==> src/include/srwd_pkg.sv <==
// constants shared by the system reset and watchdog block
package srwd_pkg;
    localparam int SYS_CLK_HZ = 125_000_000;
    // nominal watchdog oscillator rate
    localparam int WDT_OSC_HZ = 1_000_000;
    localparam int WDT_TICK_DIV = SYS_CLK_HZ / WDT_OSC_HZ;
    localparam int TICK_CNT_W = 8;
    localparam int WDT_BASE_TICKS = 16384;
    localparam int WDT_CNT_W = 22;
    localparam int PRESCALE_W = 3;
    localparam int STARTUP_BASE_CYC = 1024;
    localparam int STARTUP_CNT_W = 16;
    localparam int LEN_SEL_W = 2;
    localparam int CLK_SEL_W = 4;
    localparam int UNLOCK_CYCLES = 4;
    localparam logic [1:0] UNLOCK_LAST = 2'(UNLOCK_CYCLES - 1);
    localparam int SETTLE_W = 2;
    localparam logic [1:0] SETTLE_INIT = 2'h3;

    localparam int ADDR_W = 4;
    localparam logic [3:0] OFS_RESET_CAUSE = 4'h0;
    localparam logic [3:0] OFS_WDT_CTRL = 4'h4;
    localparam logic [3:0] OFS_STATUS = 4'h8;

    localparam int POWER_ON_FLAG_BIT = 0;
    localparam int EXT_PIN_FLAG_BIT = 1;
    localparam int BROWNOUT_FLAG_BIT = 2;
    localparam int WDT_FLAG_BIT = 3;
    localparam int TEST_PORT_FLAG_BIT = 4;
    localparam logic [4:0] CAUSE_RESET = 5'h01;

    localparam int PRESCALE_LSB = 0;
    localparam int ENABLE_BIT = 3;
    localparam int UNLOCK_BIT = 4;

    localparam int STAT_VREF_BIT = 0;
    localparam int STAT_RESET_BIT = 1;
    localparam int STAT_SRC_BIT = 2;

    localparam logic [1:0] RESP_OKAY = 2'h0;
    localparam logic [1:0] RESP_SLVERR = 2'h2;

    typedef logic [7:0] srwd_byte_t;
endpackage

==> src/include/srwd_wdt_if.sv <==
// link between the reset controller and its watchdog timer
`timescale 1ns/1ps
interface srwd_wdt_if;
    import srwd_pkg::*;
    logic tick;
    logic enable;
    logic restart;
    logic clear;
    logic [PRESCALE_W-1:0] prescale;
    logic expire;
    modport ctrl (output tick, output enable, output restart, output clear,
        output prescale, input expire);
    modport timer (input tick, input enable, input restart, input clear,
        input prescale, output expire);
endinterface

==> src/logic/srwd_watchdog.sv <==
// watchdog counter running on the oscillator tick enable
`timescale 1ns/1ps
module srwd_watchdog #(
    parameter int BASE_TICKS = srwd_pkg::WDT_BASE_TICKS
) (
    input wire logic clk_sys,
    input wire logic reset_n,
    srwd_wdt_if.timer wdt
);
    import srwd_pkg::*;

    logic [WDT_CNT_W-1:0] count_reg;
    logic [WDT_CNT_W-1:0] limit;
    logic expire_reg;

    // time-out doubles with each prescale code
    assign limit = WDT_CNT_W'(BASE_TICKS) << wdt.prescale;

    always_ff @(posedge clk_sys or negedge reset_n) begin
        if (!reset_n) begin
            count_reg <= '0;
            expire_reg <= 1'b0;
        end else begin
            expire_reg <= 1'b0;
            if (wdt.clear || wdt.restart || !wdt.enable) begin
                count_reg <= '0;
            end else if (wdt.tick) begin
                if (count_reg == limit - 1'b1) begin
                    count_reg <= '0;
                    expire_reg <= 1'b1;
                end else begin
                    count_reg <= count_reg + 1'b1;
                end
            end
        end
    end

    assign wdt.expire = expire_reg;
endmodule

==> src/logic/srwd_startup_delay.sv <==
// start-up delay counter that stretches the internal reset
`timescale 1ns/1ps
module srwd_startup_delay #(
    parameter int BASE_CYC = srwd_pkg::STARTUP_BASE_CYC
) (
    input wire logic clk_sys,
    input wire logic reset_n,
    input wire logic srcActive,
    input wire logic [srwd_pkg::LEN_SEL_W-1:0] lengthSel,
    output logic stretched
);
    import srwd_pkg::*;

    logic [STARTUP_CNT_W-1:0] count_reg;
    logic [STARTUP_CNT_W-1:0] length;

    assign length = STARTUP_CNT_W'(BASE_CYC) << lengthSel;

    // reload while any source is active, count only once all are gone
    always_ff @(posedge clk_sys or negedge reset_n) begin
        if (!reset_n) begin
            count_reg <= '0;
            stretched <= 1'b1;
        end else if (srcActive) begin
            count_reg <= length;
            stretched <= 1'b1;
        end else if (count_reg != '0) begin
            count_reg <= count_reg - 1'b1;
            stretched <= 1'b1;
        end else begin
            stretched <= 1'b0;
        end
    end
endmodule

==> src/logic/srwd_top.sv <==
// system reset controller with reset-cause flags and watchdog
//
// The address map and the AXI4-Lite slave port were chosen for this implementation.
`timescale 1ns/1ps

// How it works
// - during reset watchdog control registers take initial values; a fetch pulse marks reset end
// - port-reset output rises asynchronously when any pin-level source goes active
// - internal reset stays high until the delay counter expires after sources drop
// - five sources: power-on, pin, watchdog, brown-out, test-port register
// - core held in reset while the test-port reset bit is one
// - supply good starts delay; supply loss reasserts reset at once
// - low reset pin resets without clock; release waits for delay counter
// - enabled brown-out resets at once; recovery waits for delay counter
// - watchdog expiry gives one-clock pulse; delay starts after its fall
// - reference on when brown-out, comparator bandgap or converter enabled
// - watchdog counts ticks of a nominal 1 MHz oscillator
// - watchdog counter cleared on restart, disable and chip reset
// - bit 4 flags test-port reset; cleared by power-on or written zero
// - bit 3 flags watchdog reset; cleared by power-on or written zero
// - bit 2 flags brown-out reset; cleared by power-on or written zero
// - bit 1 flags pin reset; cleared by power-on or written zero
// - bit 0 flags power-on; only a written zero clears it
// - watchdog control bits 7 to 5 always read zero
// - unlock bit clears itself four clocks after being written one
// - enable sets on written one; clears on core reset, or by write only while unlock reads one
// - prescale code selects 16384 doubling up to 2097152 oscillator cycles
module srwd_top #(
    parameter int WDT_BASE_TICKS = srwd_pkg::WDT_BASE_TICKS,
    parameter int STARTUP_BASE_CYC = srwd_pkg::STARTUP_BASE_CYC
) (
    input wire logic clk_sys,
    input wire logic reset_n,
    input wire logic powerGood,
    input wire logic resetPin_n,
    input wire logic brownoutLow,
    input wire logic brownoutEnableFuse,
    input wire logic testPortCoreReset,
    input wire logic [srwd_pkg::CLK_SEL_W-1:0] clockSelectFuses,
    input wire logic comparatorBandgapSelect,
    input wire logic converterEnable,
    input wire logic watchdogRestart,
    input wire logic [srwd_pkg::ADDR_W-1:0] s_axi_awaddr,
    input wire logic s_axi_awvalid,
    output logic s_axi_awready,
    input wire logic [31:0] s_axi_wdata,
    input wire logic [3:0] s_axi_wstrb,
    input wire logic s_axi_wvalid,
    output logic s_axi_wready,
    output logic [1:0] s_axi_bresp,
    output logic s_axi_bvalid,
    input wire logic s_axi_bready,
    input wire logic [srwd_pkg::ADDR_W-1:0] s_axi_araddr,
    input wire logic s_axi_arvalid,
    output logic s_axi_arready,
    output logic [31:0] s_axi_rdata,
    output logic [1:0] s_axi_rresp,
    output logic s_axi_rvalid,
    input wire logic s_axi_rready,
    output logic portReset,
    output logic coreReset,
    output logic resetVectorFetch,
    output logic vrefEnable
);
    import srwd_pkg::*;

    ////////////////////////////////////////////////////////////////////
    // decoding shared by read and write paths

    function automatic logic isCause(input logic [ADDR_W-1:0] a);
        return a == OFS_RESET_CAUSE;
    endfunction

    function automatic logic isWdtCtrl(input logic [ADDR_W-1:0] a);
        return a == OFS_WDT_CTRL;
    endfunction

    function automatic logic isStatus(input logic [ADDR_W-1:0] a);
        return a == OFS_STATUS;
    endfunction

    ////////////////////////////////////////////////////////////////////
    // pin synchronisers

    logic [8:0] syncA_reg;
    logic [8:0] syncB_reg;
    logic porActive;
    logic pinActive;
    logic sagLow;
    logic sagFuse;
    logic testReset;
    logic [CLK_SEL_W-1:0] clkSelSync;

    always_ff @(posedge clk_sys or negedge reset_n) begin
        if (!reset_n) begin
            syncA_reg <= '0;
            syncB_reg <= '0;
        end else begin
            syncA_reg <= {clockSelectFuses, testPortCoreReset,
                brownoutEnableFuse, brownoutLow, ~resetPin_n, ~powerGood};
            syncB_reg <= syncA_reg;
        end
    end

    assign porActive = syncB_reg[0];
    assign pinActive = syncB_reg[1];
    assign sagLow = syncB_reg[2];
    assign sagFuse = syncB_reg[3];
    assign testReset = syncB_reg[4];
    assign clkSelSync = syncB_reg[8:5];

    ////////////////////////////////////////////////////////////////////
    // reset source combination

    logic [SETTLE_W-1:0] settle_reg;
    logic sagReset;
    logic srcActive;
    logic stretched;
    logic asyncHold_n;
    srwd_wdt_if wdt ();

    // covers the synchroniser latency right after power-up
    always_ff @(posedge clk_sys or negedge reset_n) begin
        if (!reset_n) begin
            settle_reg <= SETTLE_INIT;
        end else begin
            settle_reg <= settle_reg >> 1;
        end
    end

    assign sagReset = sagFuse && sagLow;
    assign srcActive = settle_reg[0] || porActive || pinActive
        || sagReset || testReset || wdt.expire;

    // raw pin levels: acts with no clock running, may glitch on pin noise
    assign asyncHold_n = reset_n && powerGood && resetPin_n
        && !(brownoutEnableFuse && brownoutLow)
        && !testPortCoreReset;

    srwd_startup_delay #(
        .BASE_CYC(STARTUP_BASE_CYC)
    ) u_delay (
        .clk_sys(clk_sys),
        .reset_n(reset_n),
        .srcActive(srcActive),
        .lengthSel(clkSelSync[LEN_SEL_W-1:0]),
        .stretched(stretched)
    );

    // asynchronous set, synchronous release after the stretch
    always_ff @(posedge clk_sys or negedge asyncHold_n) begin
        if (!asyncHold_n) begin
            portReset <= 1'b1;
        end else begin
            portReset <= stretched;
        end
    end

    always_ff @(posedge clk_sys or negedge asyncHold_n) begin
        if (!asyncHold_n) begin
            coreReset <= 1'b1;
        end else begin
            coreReset <= stretched;
        end
    end

    always_ff @(posedge clk_sys or negedge reset_n) begin
        if (!reset_n) begin
            resetVectorFetch <= 1'b0;
        end else begin
            resetVectorFetch <= coreReset && !stretched;
        end
    end

    always_ff @(posedge clk_sys or negedge reset_n) begin
        if (!reset_n) begin
            vrefEnable <= 1'b0;
        end else begin
            vrefEnable <= sagFuse || comparatorBandgapSelect
                || converterEnable;
        end
    end

    ////////////////////////////////////////////////////////////////////
    // watchdog oscillator tick

    logic [TICK_CNT_W-1:0] tickDiv_reg;
    logic tick_reg;

    always_ff @(posedge clk_sys or negedge reset_n) begin
        if (!reset_n) begin
            tickDiv_reg <= '0;
            tick_reg <= 1'b0;
        end else if (tickDiv_reg == TICK_CNT_W'(WDT_TICK_DIV - 1)) begin
            tickDiv_reg <= '0;
            tick_reg <= 1'b1;
        end else begin
            tickDiv_reg <= tickDiv_reg + 1'b1;
            tick_reg <= 1'b0;
        end
    end

    ////////////////////////////////////////////////////////////////////
    // write channel

    logic awHeld_reg;
    logic wHeld_reg;
    logic [ADDR_W-1:0] awAddr_reg;
    logic [7:0] wByte_reg;
    logic wLane_reg;
    logic doWrite;
    logic wrCause;
    logic wrWdt;

    always_ff @(posedge clk_sys or negedge reset_n) begin
        if (!reset_n) begin
            awHeld_reg <= 1'b0;
            awAddr_reg <= '0;
            s_axi_awready <= 1'b1;
        end else if (s_axi_awvalid && s_axi_awready) begin
            awHeld_reg <= 1'b1;
            awAddr_reg <= s_axi_awaddr;
            s_axi_awready <= 1'b0;
        end else if (s_axi_bvalid && s_axi_bready) begin
            awHeld_reg <= 1'b0;
            s_axi_awready <= 1'b1;
        end
    end

    always_ff @(posedge clk_sys or negedge reset_n) begin
        if (!reset_n) begin
            wHeld_reg <= 1'b0;
            wByte_reg <= '0;
            wLane_reg <= 1'b0;
            s_axi_wready <= 1'b1;
        end else if (s_axi_wvalid && s_axi_wready) begin
            wHeld_reg <= 1'b1;
            wByte_reg <= s_axi_wdata[7:0];
            wLane_reg <= s_axi_wstrb[0];
            s_axi_wready <= 1'b0;
        end else if (s_axi_bvalid && s_axi_bready) begin
            wHeld_reg <= 1'b0;
            s_axi_wready <= 1'b1;
        end
    end

    assign doWrite = awHeld_reg && wHeld_reg && !s_axi_bvalid;
    assign wrCause = doWrite && wLane_reg && isCause(awAddr_reg);
    assign wrWdt = doWrite && wLane_reg && isWdtCtrl(awAddr_reg);

    always_ff @(posedge clk_sys or negedge reset_n) begin
        if (!reset_n) begin
            s_axi_bvalid <= 1'b0;
            s_axi_bresp <= RESP_OKAY;
        end else if (doWrite) begin
            s_axi_bvalid <= 1'b1;
            if (isCause(awAddr_reg) || isWdtCtrl(awAddr_reg)
                || isStatus(awAddr_reg)) begin
                s_axi_bresp <= RESP_OKAY;
            end else begin
                s_axi_bresp <= RESP_SLVERR;
            end
        end else if (s_axi_bready) begin
            s_axi_bvalid <= 1'b0;
        end
    end

    ////////////////////////////////////////////////////////////////////
    // reset-cause flags, kept through every reset except power-on

    logic [4:0] cause_reg;
    logic [4:0] cause_next;
    logic [4:0] causeSet;

    assign causeSet = {testReset, wdt.expire, sagReset, pinActive, porActive};

    always_comb begin
        cause_next = cause_reg;
        if (wrCause) begin
            cause_next = cause_reg & wByte_reg[4:0];
        end
        if (porActive) begin
            cause_next[TEST_PORT_FLAG_BIT] = 1'b0;
            cause_next[WDT_FLAG_BIT] = 1'b0;
            cause_next[BROWNOUT_FLAG_BIT] = 1'b0;
            cause_next[EXT_PIN_FLAG_BIT] = 1'b0;
        end
        // a hardware set wins over a simultaneous software clear
        cause_next = cause_next | causeSet;
    end

    always_ff @(posedge clk_sys or negedge reset_n) begin
        if (!reset_n) begin
            cause_reg <= CAUSE_RESET;
        end else begin
            cause_reg <= cause_next;
        end
    end

    ////////////////////////////////////////////////////////////////////
    // watchdog control

    logic unlock_reg;
    logic [1:0] unlockCnt_reg;
    logic wdtEnable_reg;
    logic [PRESCALE_W-1:0] prescale_reg;

    always_ff @(posedge clk_sys or negedge reset_n) begin
        if (!reset_n) begin
            unlock_reg <= 1'b0;
            unlockCnt_reg <= '0;
        end else if (coreReset) begin
            unlock_reg <= 1'b0;
            unlockCnt_reg <= '0;
        end else if (wrWdt && wByte_reg[UNLOCK_BIT]) begin
            unlock_reg <= 1'b1;
            unlockCnt_reg <= UNLOCK_LAST;
        end else if (unlock_reg) begin
            if (unlockCnt_reg == '0) begin
                unlock_reg <= 1'b0;
            end else begin
                unlockCnt_reg <= unlockCnt_reg - 1'b1;
            end
        end
    end

    always_ff @(posedge clk_sys or negedge reset_n) begin
        if (!reset_n) begin
            wdtEnable_reg <= 1'b0;
            prescale_reg <= '0;
        end else if (coreReset) begin
            wdtEnable_reg <= 1'b0;
            prescale_reg <= '0;
        end else if (wrWdt) begin
            prescale_reg <= wByte_reg[PRESCALE_LSB +: PRESCALE_W];
            if (wByte_reg[ENABLE_BIT]) begin
                wdtEnable_reg <= 1'b1;
            end else if (unlock_reg) begin
                // clear window opened by the earlier unlock write
                wdtEnable_reg <= 1'b0;
            end
        end
    end

    assign wdt.tick = tick_reg;
    assign wdt.enable = wdtEnable_reg;
    assign wdt.restart = watchdogRestart;
    assign wdt.clear = coreReset;
    assign wdt.prescale = prescale_reg;

    srwd_watchdog #(
        .BASE_TICKS(WDT_BASE_TICKS)
    ) u_wdt (
        .clk_sys(clk_sys),
        .reset_n(reset_n),
        .wdt(wdt)
    );

    ////////////////////////////////////////////////////////////////////
    // read channel

    srwd_byte_t rdByte;

    always_comb begin
        rdByte = '0;
        if (isCause(s_axi_araddr)) begin
            rdByte = {3'h0, cause_reg};
        end else if (isWdtCtrl(s_axi_araddr)) begin
            rdByte = {3'h0, unlock_reg, wdtEnable_reg, prescale_reg};
        end else if (isStatus(s_axi_araddr)) begin
            rdByte[STAT_VREF_BIT] = vrefEnable;
            rdByte[STAT_RESET_BIT] = coreReset;
            rdByte[STAT_SRC_BIT] = srcActive;
        end
    end

    always_ff @(posedge clk_sys or negedge reset_n) begin
        if (!reset_n) begin
            s_axi_arready <= 1'b1;
            s_axi_rvalid <= 1'b0;
            s_axi_rdata <= '0;
            s_axi_rresp <= RESP_OKAY;
        end else if (s_axi_arvalid && s_axi_arready) begin
            s_axi_arready <= 1'b0;
            s_axi_rvalid <= 1'b1;
            s_axi_rdata <= {24'h0, rdByte};
            if (isCause(s_axi_araddr) || isWdtCtrl(s_axi_araddr)
                || isStatus(s_axi_araddr)) begin
                s_axi_rresp <= RESP_OKAY;
            end else begin
                s_axi_rresp <= RESP_SLVERR;
            end
        end else if (s_axi_rvalid && s_axi_rready) begin
            s_axi_rvalid <= 1'b0;
            s_axi_arready <= 1'b1;
        end
    end
endmodule

==> config.mk <==
export PLATFORM = sky130hd
export DESIGN_NAME = srwd_top
export DESIGN_NICKNAME = d
export VERILOG_FILES = /design/src/include/srwd_pkg.sv /design/src/include/srwd_wdt_if.sv /design/src/logic/srwd_watchdog.sv /design/src/logic/srwd_startup_delay.sv /design/src/logic/srwd_top.sv
export SDC_FILE = /design/constraint.sdc
export NUM_CORES = 1
export LEC_CHECK = 0
export ABC_AREA = 1
export BUFFER_PORTS_ARGS = -buffer_cell sky130_fd_sc_hd__buf_2
export CORE_ASPECT_RATIO = 1.25
export CORE_MARGIN = 8
export CORE_UTILIZATION = 50
export CTS_CLUSTER_SIZE = 24
export DETAILED_ROUTE_END_ITERATION = 8
export GPL_TIMING_DRIVEN = 1
export PLACE_DENSITY = 0.78
export SETUP_SLACK_MARGIN = 0.1
export SLEW_MARGIN = 20
export SYNTH_ARGS = -nofsm -noshare
export SYNTH_HDL_FRONTEND = slang
export SYNTH_SLANG_ARGS = --single-unit
==> constraint.sdc <==
create_clock -name clk_sys -period 2.1 [get_ports clk_sys]
set_clock_uncertainty 0.15 [all_clocks]
set_input_delay 0.42 -clock clk_sys [delete_from_list [all_inputs] [get_ports clk_sys]]
set_output_delay 0.42 -clock clk_sys [all_outputs]
set_load 0.1 [all_outputs]
== After elaboration in Yosys (flattened, before gate mapping) ==
Index checks and enable logic that the tools add are counted.
Word-level totals
  register bits: 109
  bits of input ports: 63
  output and inout bits: 45
  logic and storage cells: 145
Cells by class
  $add $sub $neg: 5
  equal/unequal tests: 7
  shifts and indexed selects: 2
  muxes and demuxes: 46
  bitwise logic cells: 4
  reductions and logical operators: 51
Operator list (number)
  $mux W22: 3
  $mux W16: 2
  $mux W1: 26
  $add A22 B1 Y22 const B: 1
  $eq A22 B22 Y1: 1
  $shl A15 B3 Y22 const A: 1
  $sub A22 B1 Y22 const B: 1
  $logic_and A1 B1 Y1: 18
  $mux W8: 2
  $reduce_bool A16 Y1: 1
  $shl A11 B2 Y16 const A: 1
  $sub A16 B1 Y16 const B: 1
  $mux W2: 7
  $reduce_bool A2 Y1: 7
  $logic_or A1 B1 Y1: 13
  $mux W3: 4
  $add A8 B1 Y8 const B: 1
  $eq A4 B3 Y1 const B: 2
  $eq A4 B4 Y1 const B: 2
  $eq A8 B7 Y1 const B: 1
  $logic_not A4 Y1: 2
  $reduce_bool A3 Y1: 2
  $and A5 B5 Y5: 1
  $logic_not A1 Y1: 5
  other kinds (8): 10

== Depth between registers and ports, before layout ==
Gate-level depths: netlist of run 1.
  depth after elaboration: 8
  mapped depth: 14
  mapped depth without buffers: 14

== Hierarchy ==
Synthesis of run 1 repeated with hierarchy kept, for this count alone.
Unflattened totals
  cell total of the unflattened synthesis: 692
  area, all modules: 5539.1 sq um
Modules (own cells, without submodules)
  srwd_top: times used 1, cells each 288, area each 2839.0 sq um, seq. area each 1610.3 sq um
  srwd_watchdog: times used 1, cells each 248, area each 1596.5 sq um, seq. area each 575.6 sq um
  srwd_startup_delay: times used 1, cells each 156, area each 1103.6 sq um, seq. area each 426.7 sq um

== Worst setup path after synthesis of run 1 ==
OpenSTA, ideal clock, no wires.
  kind: reg-to-reg
  start: reg s_axi_bvalid
  end: reg wdtEnable_reg, in the netlist wdt.enable
  library setup time: 0.123 ns
  arrival: 1.752 ns
  required time: 1.827 ns
  slack: 0.075 ns
  stages on the path, launching flop included: 7
  path buffers: 0
  period minus slack after synthesis: 2.025 ns
  path through: dfrtp_1 inv_1 nand3_1 nor3_2 or2_2 a21oi_1 a21oi_1
On the way
  cells in the longest elaborated chain, start to end: 6
Ends and longest elaborated chain
  start: declaration: RTL line srwd_top.sv:51  | output logic s_axi_bvalid,
  start signal: assignment: RTL line srwd_top.sv:253  | s_axi_bvalid <= 1'b0;
  start signal: assignment: RTL line srwd_top.sv:256  | s_axi_bvalid <= 1'b1;
  start signal: assignment: RTL line srwd_top.sv:264  | s_axi_bvalid <= 1'b0;
  $logic_not A1 Y1: RTL line srwd_top.sv:247  | assign doWrite = awHeld_reg && wHeld_reg && !s_axi_bvalid;
  $logic_and A1 B1 Y1: RTL line srwd_top.sv:247
  $logic_and A1 B1 Y1 (2 in a row): RTL line srwd_top.sv:249  | assign wrWdt = doWrite && wLane_reg && isWdtCtrl(awAddr_reg);
  $reduce_bool A2 Y1 (no line)
  $reduce_and A2 Y1 (no line)
  end signal: assignment: RTL line srwd_top.sv:329  | wdtEnable_reg <= 1'b0;
  end signal: assignment: RTL line srwd_top.sv:332  | wdtEnable_reg <= 1'b0;
  end signal: assignment: RTL line srwd_top.sv:337  | wdtEnable_reg <= 1'b1;
  end: declaration: RTL line srwd_top.sv:305  | logic wdtEnable_reg;
No other way between the ends.
A chain may end at the register's enable or synchronous reset.

== Worst setup path in the final report of run 1 ==
  start: reg prescale_reg[2]
  end: reg u_wdt.count_reg[18]
On the way
  cells in the longest elaborated chain, start to end: 6
Ends and longest elaborated chain
  start: declaration: RTL line srwd_top.sv:306  | logic [PRESCALE_W-1:0] prescale_reg;
  start signal: assignment: RTL line srwd_top.sv:335  | prescale_reg <= wByte_reg[PRESCALE_LSB +: PRESCALE_W];
  $shl A15 B3 Y22: RTL line srwd_watchdog.sv:17  | assign limit = WDT_CNT_W'(BASE_TICKS) << wdt.prescale;
  $sub A22 B1 Y22: RTL line srwd_watchdog.sv:28  | if (count_reg == limit - 1'b1) begin
  $eq A22 B22 Y1: RTL line srwd_watchdog.sv:28
  $mux W22: RTL line srwd_watchdog.sv:28
  $mux W22: RTL line srwd_watchdog.sv:27  | end else if (wdt.tick) begin
  $mux W22: RTL line srwd_watchdog.sv:25  | if (wdt.clear || wdt.restart || !wdt.enable) begin
  end signal: assignment: RTL line srwd_watchdog.sv:32  | count_reg <= count_reg + 1'b1;
  end: declaration: RTL line srwd_watchdog.sv:12  | logic [WDT_CNT_W-1:0] count_reg;
No other way between the ends. The select of a mux whose other input is x is not followed.

==> impl_metrics.toml, run 1 <==
[status]
outcome = "finished clean"

[grt]
first_global_vias = 4455
use_met3 = 0.0352
grtUsageTotal = 0.177
grt-busiest-layer = "met2"
grt_util_met1 = 0.195
use_met2 = 0.313
grt_max_degree = 34
antenna_found_initial = 0
grt_pass1_wl_um = 20700
gr-total-overflow = 0

[cells_and_area]
drive_above_1_share = 0.205
antenna_cells = 0
largest_reg_flops = 22
syn2layout_area_growth_pct = 14.5
utilization = 0.587
finalInstanceArea_um2 = 6200
nets = 796

[worst_setup_path]
crit_type = "register to register"
r2r_setup_slack_ps = 70
crit_path_start_kind = "register"
endpoint_kind = "register"
critPathRequiredTime_ps = 2180
critPathArrivalTime_ps = 2100
worst-r2r-cell-count = 11
rr_endpoint = "u_wdt.count_reg[18]"
r2r_start = "prescale_reg[2]"
cp_max_fo = 6

[hold_path]
hold_depth = 1
min_path_type = "input port to register"
holdPathEnd = "syncA_reg[5]"
hold_path_startpoint = "clockSelectFuses[0]"

[floorplan]
rows = 42
ios = 108
dieHeight_um = 132
dieArea_um2 = 14400
core-area_um2 = 10600
die_w_um = 109
start_util = 0.513

[placed_design]
dpl.hpwl_um = 9240
place.gp.congestion = 0.927
post_dp_cell_area_um2 = 5800
port_buffers = 46

[drt]
routed_wl_um = 12300
route.detailed.drc = 0
vias = 4485
drt-initial-drc-count = 206
first_pass_iters = 5
antenna_left = 0
viasPerCell = 5.19
wl_per_cell_um = 14.3

[yosys]
yosys.area_share.simple = 0.259
synth_area_leader_cell = "dfrtp_1"
yosysMostFrequentCell = "nand2_1"
dominantRegCellSynth = "dfrtp_1"
syn_area_um2 = 5420
syn_inst = 656
yosys_warnings = 0
synth.distinct_cells = 41
synth_compound_area_frac = 0.0864
synth-edff-count = 0
muxShareOfSynthArea = 0.0166
synth_fa_ha_area_frac = 0.0139
netlist.area_leader.share = 0.443
synthXorXnorAreaFrac = 0.0275
synth_top_family_by_area = "simple AND/OR/NAND/NOR gates"
synth-seq-area-share = 0.482
ys_seq_elements = 104
synthTopCellsByArea = "dfrtp_1 44%, nand2_1 9.6%, inv_1 6.2%"
synthArstFlopShare = 1.00
netlist_top_cells_count = "138 x nand2_1, 96 x dfrtp_1, 89 x inv_1, 59 x nor2_1, 43 x nand3_1"
synth.avg_cell_area_um2 = 8.26

[flow_run]
cap_violations = 0

[clock_network]
clk_latency_ps = 340
cts_root_buffer = "clkbuf_16"
ctsHtreeMaxLevel = 3
cts.sinks = 104
cts_buffer_depth = 2
clkTransAtPathRegs_ps = 70
cts_buffers = 9
cts_tree = "done"

[sta]
drv_slew = 0
period_minus_slack_ps = 2030
hold_ws_ps = 33.0
setup_violations = 0
rsz0062_at_grt = "yes"
fmax_mhz = 493
final_hold_viol_count = 0
finalCritPeriodShare = 0.966

[pwr]
power.density_nw_per_um2 = 916
ir_worst_vdd_v = 0.000741
p_leak_uw = 0.00303
## power breakdown
part / switching, uW / total [uW] / leakage [uW] / internal (uW)
clock: 713 / 1550 / 0.000133 / 842
sequential: 165 / 2440 / 0.00131 / 2280
combinational: 1370 / 1680 / 0.00159 / 310
total: 2250 / 5680 / 0.00303 / 3430
## cell families after synthesis
logic type | count (synthesis)
simple gates | 306
buf+inv | 133
flops | 104
compound gates | 81
xor+xnor | 17
mux | 8
fa+ha+maj | 6
other cells | 1
## how the worst max path moves through the flow
stage               cells past startpoint             from                  end  slack [ps]
floorplan                              11  prescale_reg[2]   u_wdt.count_reg[9]         110
global placement                       11  prescale_reg[2]   u_wdt.count_reg[0]          60
detailed placement                     11  prescale_reg[2]  u_wdt.count_reg[18]           3
CTS                                    12  prescale_reg[1]  u_wdt.count_reg[18]          40
global route                           12  prescale_reg[2]  u_wdt.count_reg[15]        -120
finish                                 11  prescale_reg[2]  u_wdt.count_reg[18]          70
## worst max-delay path, cell delays in order, from the launching register on
cell     delay, ps
dfrtp_1        410
nor2_4         150
nand2_2        100
ha_4           260
a21oi_2        160
nand3_1        100
nor2_1         100
nand2_1         90
nor2_4         110
nand2_4        120
nand2_8        120
o21ai_2         60
## cells in the final DEF, fill, tap and decap left out, types with 8 or more instances in the layout
| master | Yosys | layout |
|---|---|---|
| nor2_1 | 59 | 56 |
| nand4_1 | 19 | 19 |
| o21ai_0 | 31 | 31 |
| dfstp_2 | 8 | 8 |
| nand3_1 | 43 | 42 |
| nand2_1 | 138 | 134 |
| nor2_4 | 4 | 10 |
| a21oi_1 | 18 | 17 |
| clkbuf_16 | 0 | 9 |
| nor3_1 | 16 | 16 |
| mux2_2 | 8 | 8 |
| inv_2 | 10 | 11 |
| conb_1 | 1 | 30 |
| o21ai_2 | 9 | 9 |
| buf_4 | 30 | 18 |
| dfrtp_1 | 96 | 95 |
| xor2_1 | 15 | 15 |
| buf_2 | 3 | 43 |
| inv_1 | 89 | 88 |
## metal layers
layer	wire, um	part of all wire	up-vias
met3	495	0.040	30
met5	0	0	-
met1	4780	0.39	2146
met2	6670	0.54	117
met4	375	0.030	0
li1	-	-	2192
## metrics by stage
step | setup WS, ps | power (uW) | std cells | setup TNS [ps]
after floorplan | 111 | 3850 | 685 | 0
after global placement | 59.7 | 4100 | 843 | 0
after detailed placement | 2.54 | 4140 | 843 | 0
after CTS | 35.4 | 5710 | 862 | 0
after global routing | -116 | 5910 | 864 | -1050
final | 71.3 | 5680 | 864 | 0
## timing repair
item / CTS / global route
hold endpoints to repair: 20 / 0
pin swaps: 6 / 14
buffers inserted: 1 / 2
resized for setup: 9 / 12
hold buffers: 1 / 0
endpoints found under the setup margin: 18 / 31
gates cloned: 1 / 0
## layout make-up
class | instances | area (um^2)
fillers | 911 | 4360
clock buffers | 12 | 246
inverters | 100 | 375
flip-flops and latches | 104 | 2610
repair buffers | 63 | 380
well taps | 132 | 165
multi-input cells | 449 | 2390
clock inverters | 4 | 30.0
No activity file was read; power rests on OpenSTA's default activity.
==> run 2, diff against run 1 <==
--- a/config.mk
+++ b/config.mk
@@ -5,11 +5,10 @@
 export SDC_FILE = /design/constraint.sdc
 export NUM_CORES = 1
 export LEC_CHECK = 0
-export ABC_AREA = 1
 export BUFFER_PORTS_ARGS = -buffer_cell sky130_fd_sc_hd__buf_2
 export CORE_ASPECT_RATIO = 1.25
 export CORE_MARGIN = 8
-export CORE_UTILIZATION = 50
+export CORE_UTILIZATION = 49
 export CTS_CLUSTER_SIZE = 24
 export DETAILED_ROUTE_END_ITERATION = 8
 export GPL_TIMING_DRIVEN = 1
==> constraint.sdc (replaced) <==
create_clock -name clk_sys -period 2.1 [get_ports clk_sys]
set_clock_uncertainty 0.15 [all_clocks]
set_input_delay 0 -clock clk_sys [delete_from_list [all_inputs] [get_ports clk_sys]]
set_output_delay 0 -clock clk_sys [all_outputs]
set_load 0.1 [all_outputs]
==> run 2 against run 1 <==
  * The flow now finishes with violations (hold timing, setup timing)
  * Largest power group unchanged
  * Non-clock buffer count rose by 83
  * Maximum frequency shrank 18%
  * Power grew 0.37%
  * Count of clock-buffer cells in the layout unchanged
  * Global-route usage rose by 0.34 points
  * Synthesized cell count decreased by 21%
  * Die area is 3.4% lower
  * Sequential power about the same
  * Critical endpoint is now u_wdt.count_reg[15]
  * Worst setup slack worse by 440 ps
==> impl_metrics.toml, run 2 <==
[worst_setup_path]
endpoint_kind = "register"
critPathArrivalTime_ps = 2530
crit_type = "register to register"
worst-r2r-cell-count = 9
crit_path_start = "prescale_reg[2]"
cp_max_fo = 6
crit_path_start_kind = "register"
max_stage_delay_ps = 410
r2r_start = "prescale_reg[2]"
crit_slowest_cell = "or3_4"
crit_chain = "or3_4 -> ha_4 -> xnor2_4 -> nand4_1 -> a21boi_2 -> o2111ai_4 -> buf_6 -> a31oi_2 -> o22ai_1"
critPathRequiredTime_ps = 2170
r2r_setup_slack_ps = -370

[pwr]
p_sw_uw = 2020
comb_power_share = 0.278
seqPwrFrac = 0.425
switching_share = 0.354
p_leak_uw = 0.00306
power.density_nw_per_um2 = 843
internal_power_uw = 3680
p_clk_frac = 0.297
ir_worst_vdd_v = 0.000851

[hold_path]
min_path_type = "input port to asynchronous set/reset pin"

[sta]
fin_ws_ps = -367
drv_slew = 0
hold_ws_ps = -49.0
fmax_mhz = 405
period_minus_slack_ps = 2470
rsz0062_at_grt = "yes"
final_hold_viol_count = 19
slew_headroom = 0.529
finalCritPeriodShare = 1.17
setup_violations = 24
tightest_slew_ps = 706

[yosys]
synth-edff-count = 0
synth_area_leader_cell = "dfrtp_1"
synthArstFlopShare = 1.00
synth.avg_cell_area_um2 = 9.91
synth.distinct_cells = 54
yosysMostFrequentCell = "dfrtp_1"
netlist_top_cells_count = "96 x dfrtp_1, 62 x nand2_1, 47 x nor2_1, 30 x buf_4, 27 x nand3_1"
netlist.area_leader.share = 0.471
yosys_warnings = 0
synth-seq-area-share = 0.512
synthTopCellsByArea = "dfrtp_1 47%, nand2_1 4.6%, buf_4 4.4%"
ys_seq_elements = 104
syn_inst = 515
syn_area_um2 = 5100
dominantRegCellSynth = "dfrtp_1"

[grt]
grtUsageTotal = 0.180
grt_pass1_wl_um = 20400
first_global_vias = 4373
gr-total-overflow = 0
grt_max_degree = 48
antenna_found_initial = 0

[drt]
routed_wl_um = 12400
wl_per_cell_um = 15.8
viasPerCell = 5.44
antenna_left = 0
route.detailed.drc = 0
vias = 4279
drt-initial-drc-count = 217
first_pass_iters = 5

[placed_design]
port_buffers = 46
place.gp.congestion = 0.838
dpl.hpwl_um = 8100
dp_slack_ps = -460

[clock_network]
cts_buffers = 9
ctsHtreeMaxLevel = 3
cts_tree = "done"
cts.sinks = 104
clkTransAtPathRegs_ps = 70
cts_buffer_depth = 2
cts_root_buffer = "clkbuf_16"
clk_latency_ps = 340

[flow_run]
cap_violations = 0

[cells_and_area]
nets = 722
layout_commonest_cell = "dfrtp_1"
drive_above_1_share = 0.298
multi_input_area_um2 = 2500
antenna_cells = 0
utilization = 0.669
fillCellCount = 712
largest_reg_flops = 22
final_cell_mix = "95 x dfrtp_1, 59 x buf_4, 57 x nand2_1"
seq_area_um2 = 2620
syn2layout_area_growth_pct = 32.4

[floorplan]
die_w_um = 107
dieArea_um2 = 14000
start_util = 0.505
rows = 41
dieHeight_um = 130
ios = 108
core-area_um2 = 10100

[status]
outcome = "finished with violations"
violations = "hold timing, setup timing"
## run 2: kinds of logic after synthesis
family,count (synthesis),synth area share
other,1,0.000735
AO/OA/AOI/OAI,73,0.0917
AND/OR/NAND/NOR,217,0.218
multiplexers,24,0.0495
adder cells (fa/ha/maj),6,0.0147
flip-flops,104,0.512
XOR/XNOR,24,0.0412
buffers and inverters,66,0.0716
## run 2: cell type report
cell class              count  area share
repair buffers            146       0.164
inverters                  18      0.0100
multi-input cells         374       0.370
clock buffers              12      0.0365
flip-flops and latches    104       0.388
clock inverters             4     0.00778
well taps                 129      0.0239
## run 2: worst paths after layout
kind,endpoint
max,u_wdt.count_reg[15]
min,awHeld_reg
max reg2reg,u_wdt.count_reg[15]
min reg2reg,syncB_reg[6]
max in group asynchronous,coreReset
min in group clk_sys,u_wdt.count_reg[1]
## run 2: power groups by stage
stage | registers [uW] | logic [uW] | clock network (uW)
final | 2420 | 1580 | 1690
after detailed placement | 2440 | 1380 | 0
after global routing | 2460 | 1670 | 1810
after global placement | 2430 | 1360 | 0
after floorplan | 2870 | 680 | 0
after CTS | 2410 | 1520 | 1720
## run 2: worst max-delay path: cells and delay by family (launching register included)
| kind | cells | cell delay [ps] |
|---|---|---|
| AO/OA/AOI/OAI | 4 | 660 |
| XOR/XNOR | 1 | 170 |
| adder cells (fa/ha/maj) | 1 | 190 |
| buffers and inverters | 1 | 200 |
| flip-flops | 1 | 390 |
| AND/OR/NAND/NOR | 2 | 580 |
## run 2: timing repair
item                                   CTS  global route
hold buffers                            34             0
setup buffers                            8             4
gates resized for setup                 29            26
setup endpoints to repair               36            47
endpoints found under the hold margin  131             0
pin swaps                               20            16
## run 2: routing by layer
layer  routed length (um)  GRT usage  vias to the layer above
met5                    0          0                        -
met1                 4980      0.205                     2109
li1                     -          -                     2012
met3                  580     0.0360                       30
met4                  330     0.0689                        0
met2                 6540      0.324                      128
## run 2: per-stage QoR
stage / instances / instance area [um^2] / setup TNS, ps / total power (uW)
after floorplan: 544 / 5290 / -2780 / 3550
after detailed placement: 726 / 5790 / -6270 / 3820
after global placement: 726 / 5790 / -4270 / 3790
after CTS: 784 / 6630 / -4680 / 5650
final: 787 / 6760 / -5540 / 5700
after global routing: 787 / 6760 / -7170 / 5940
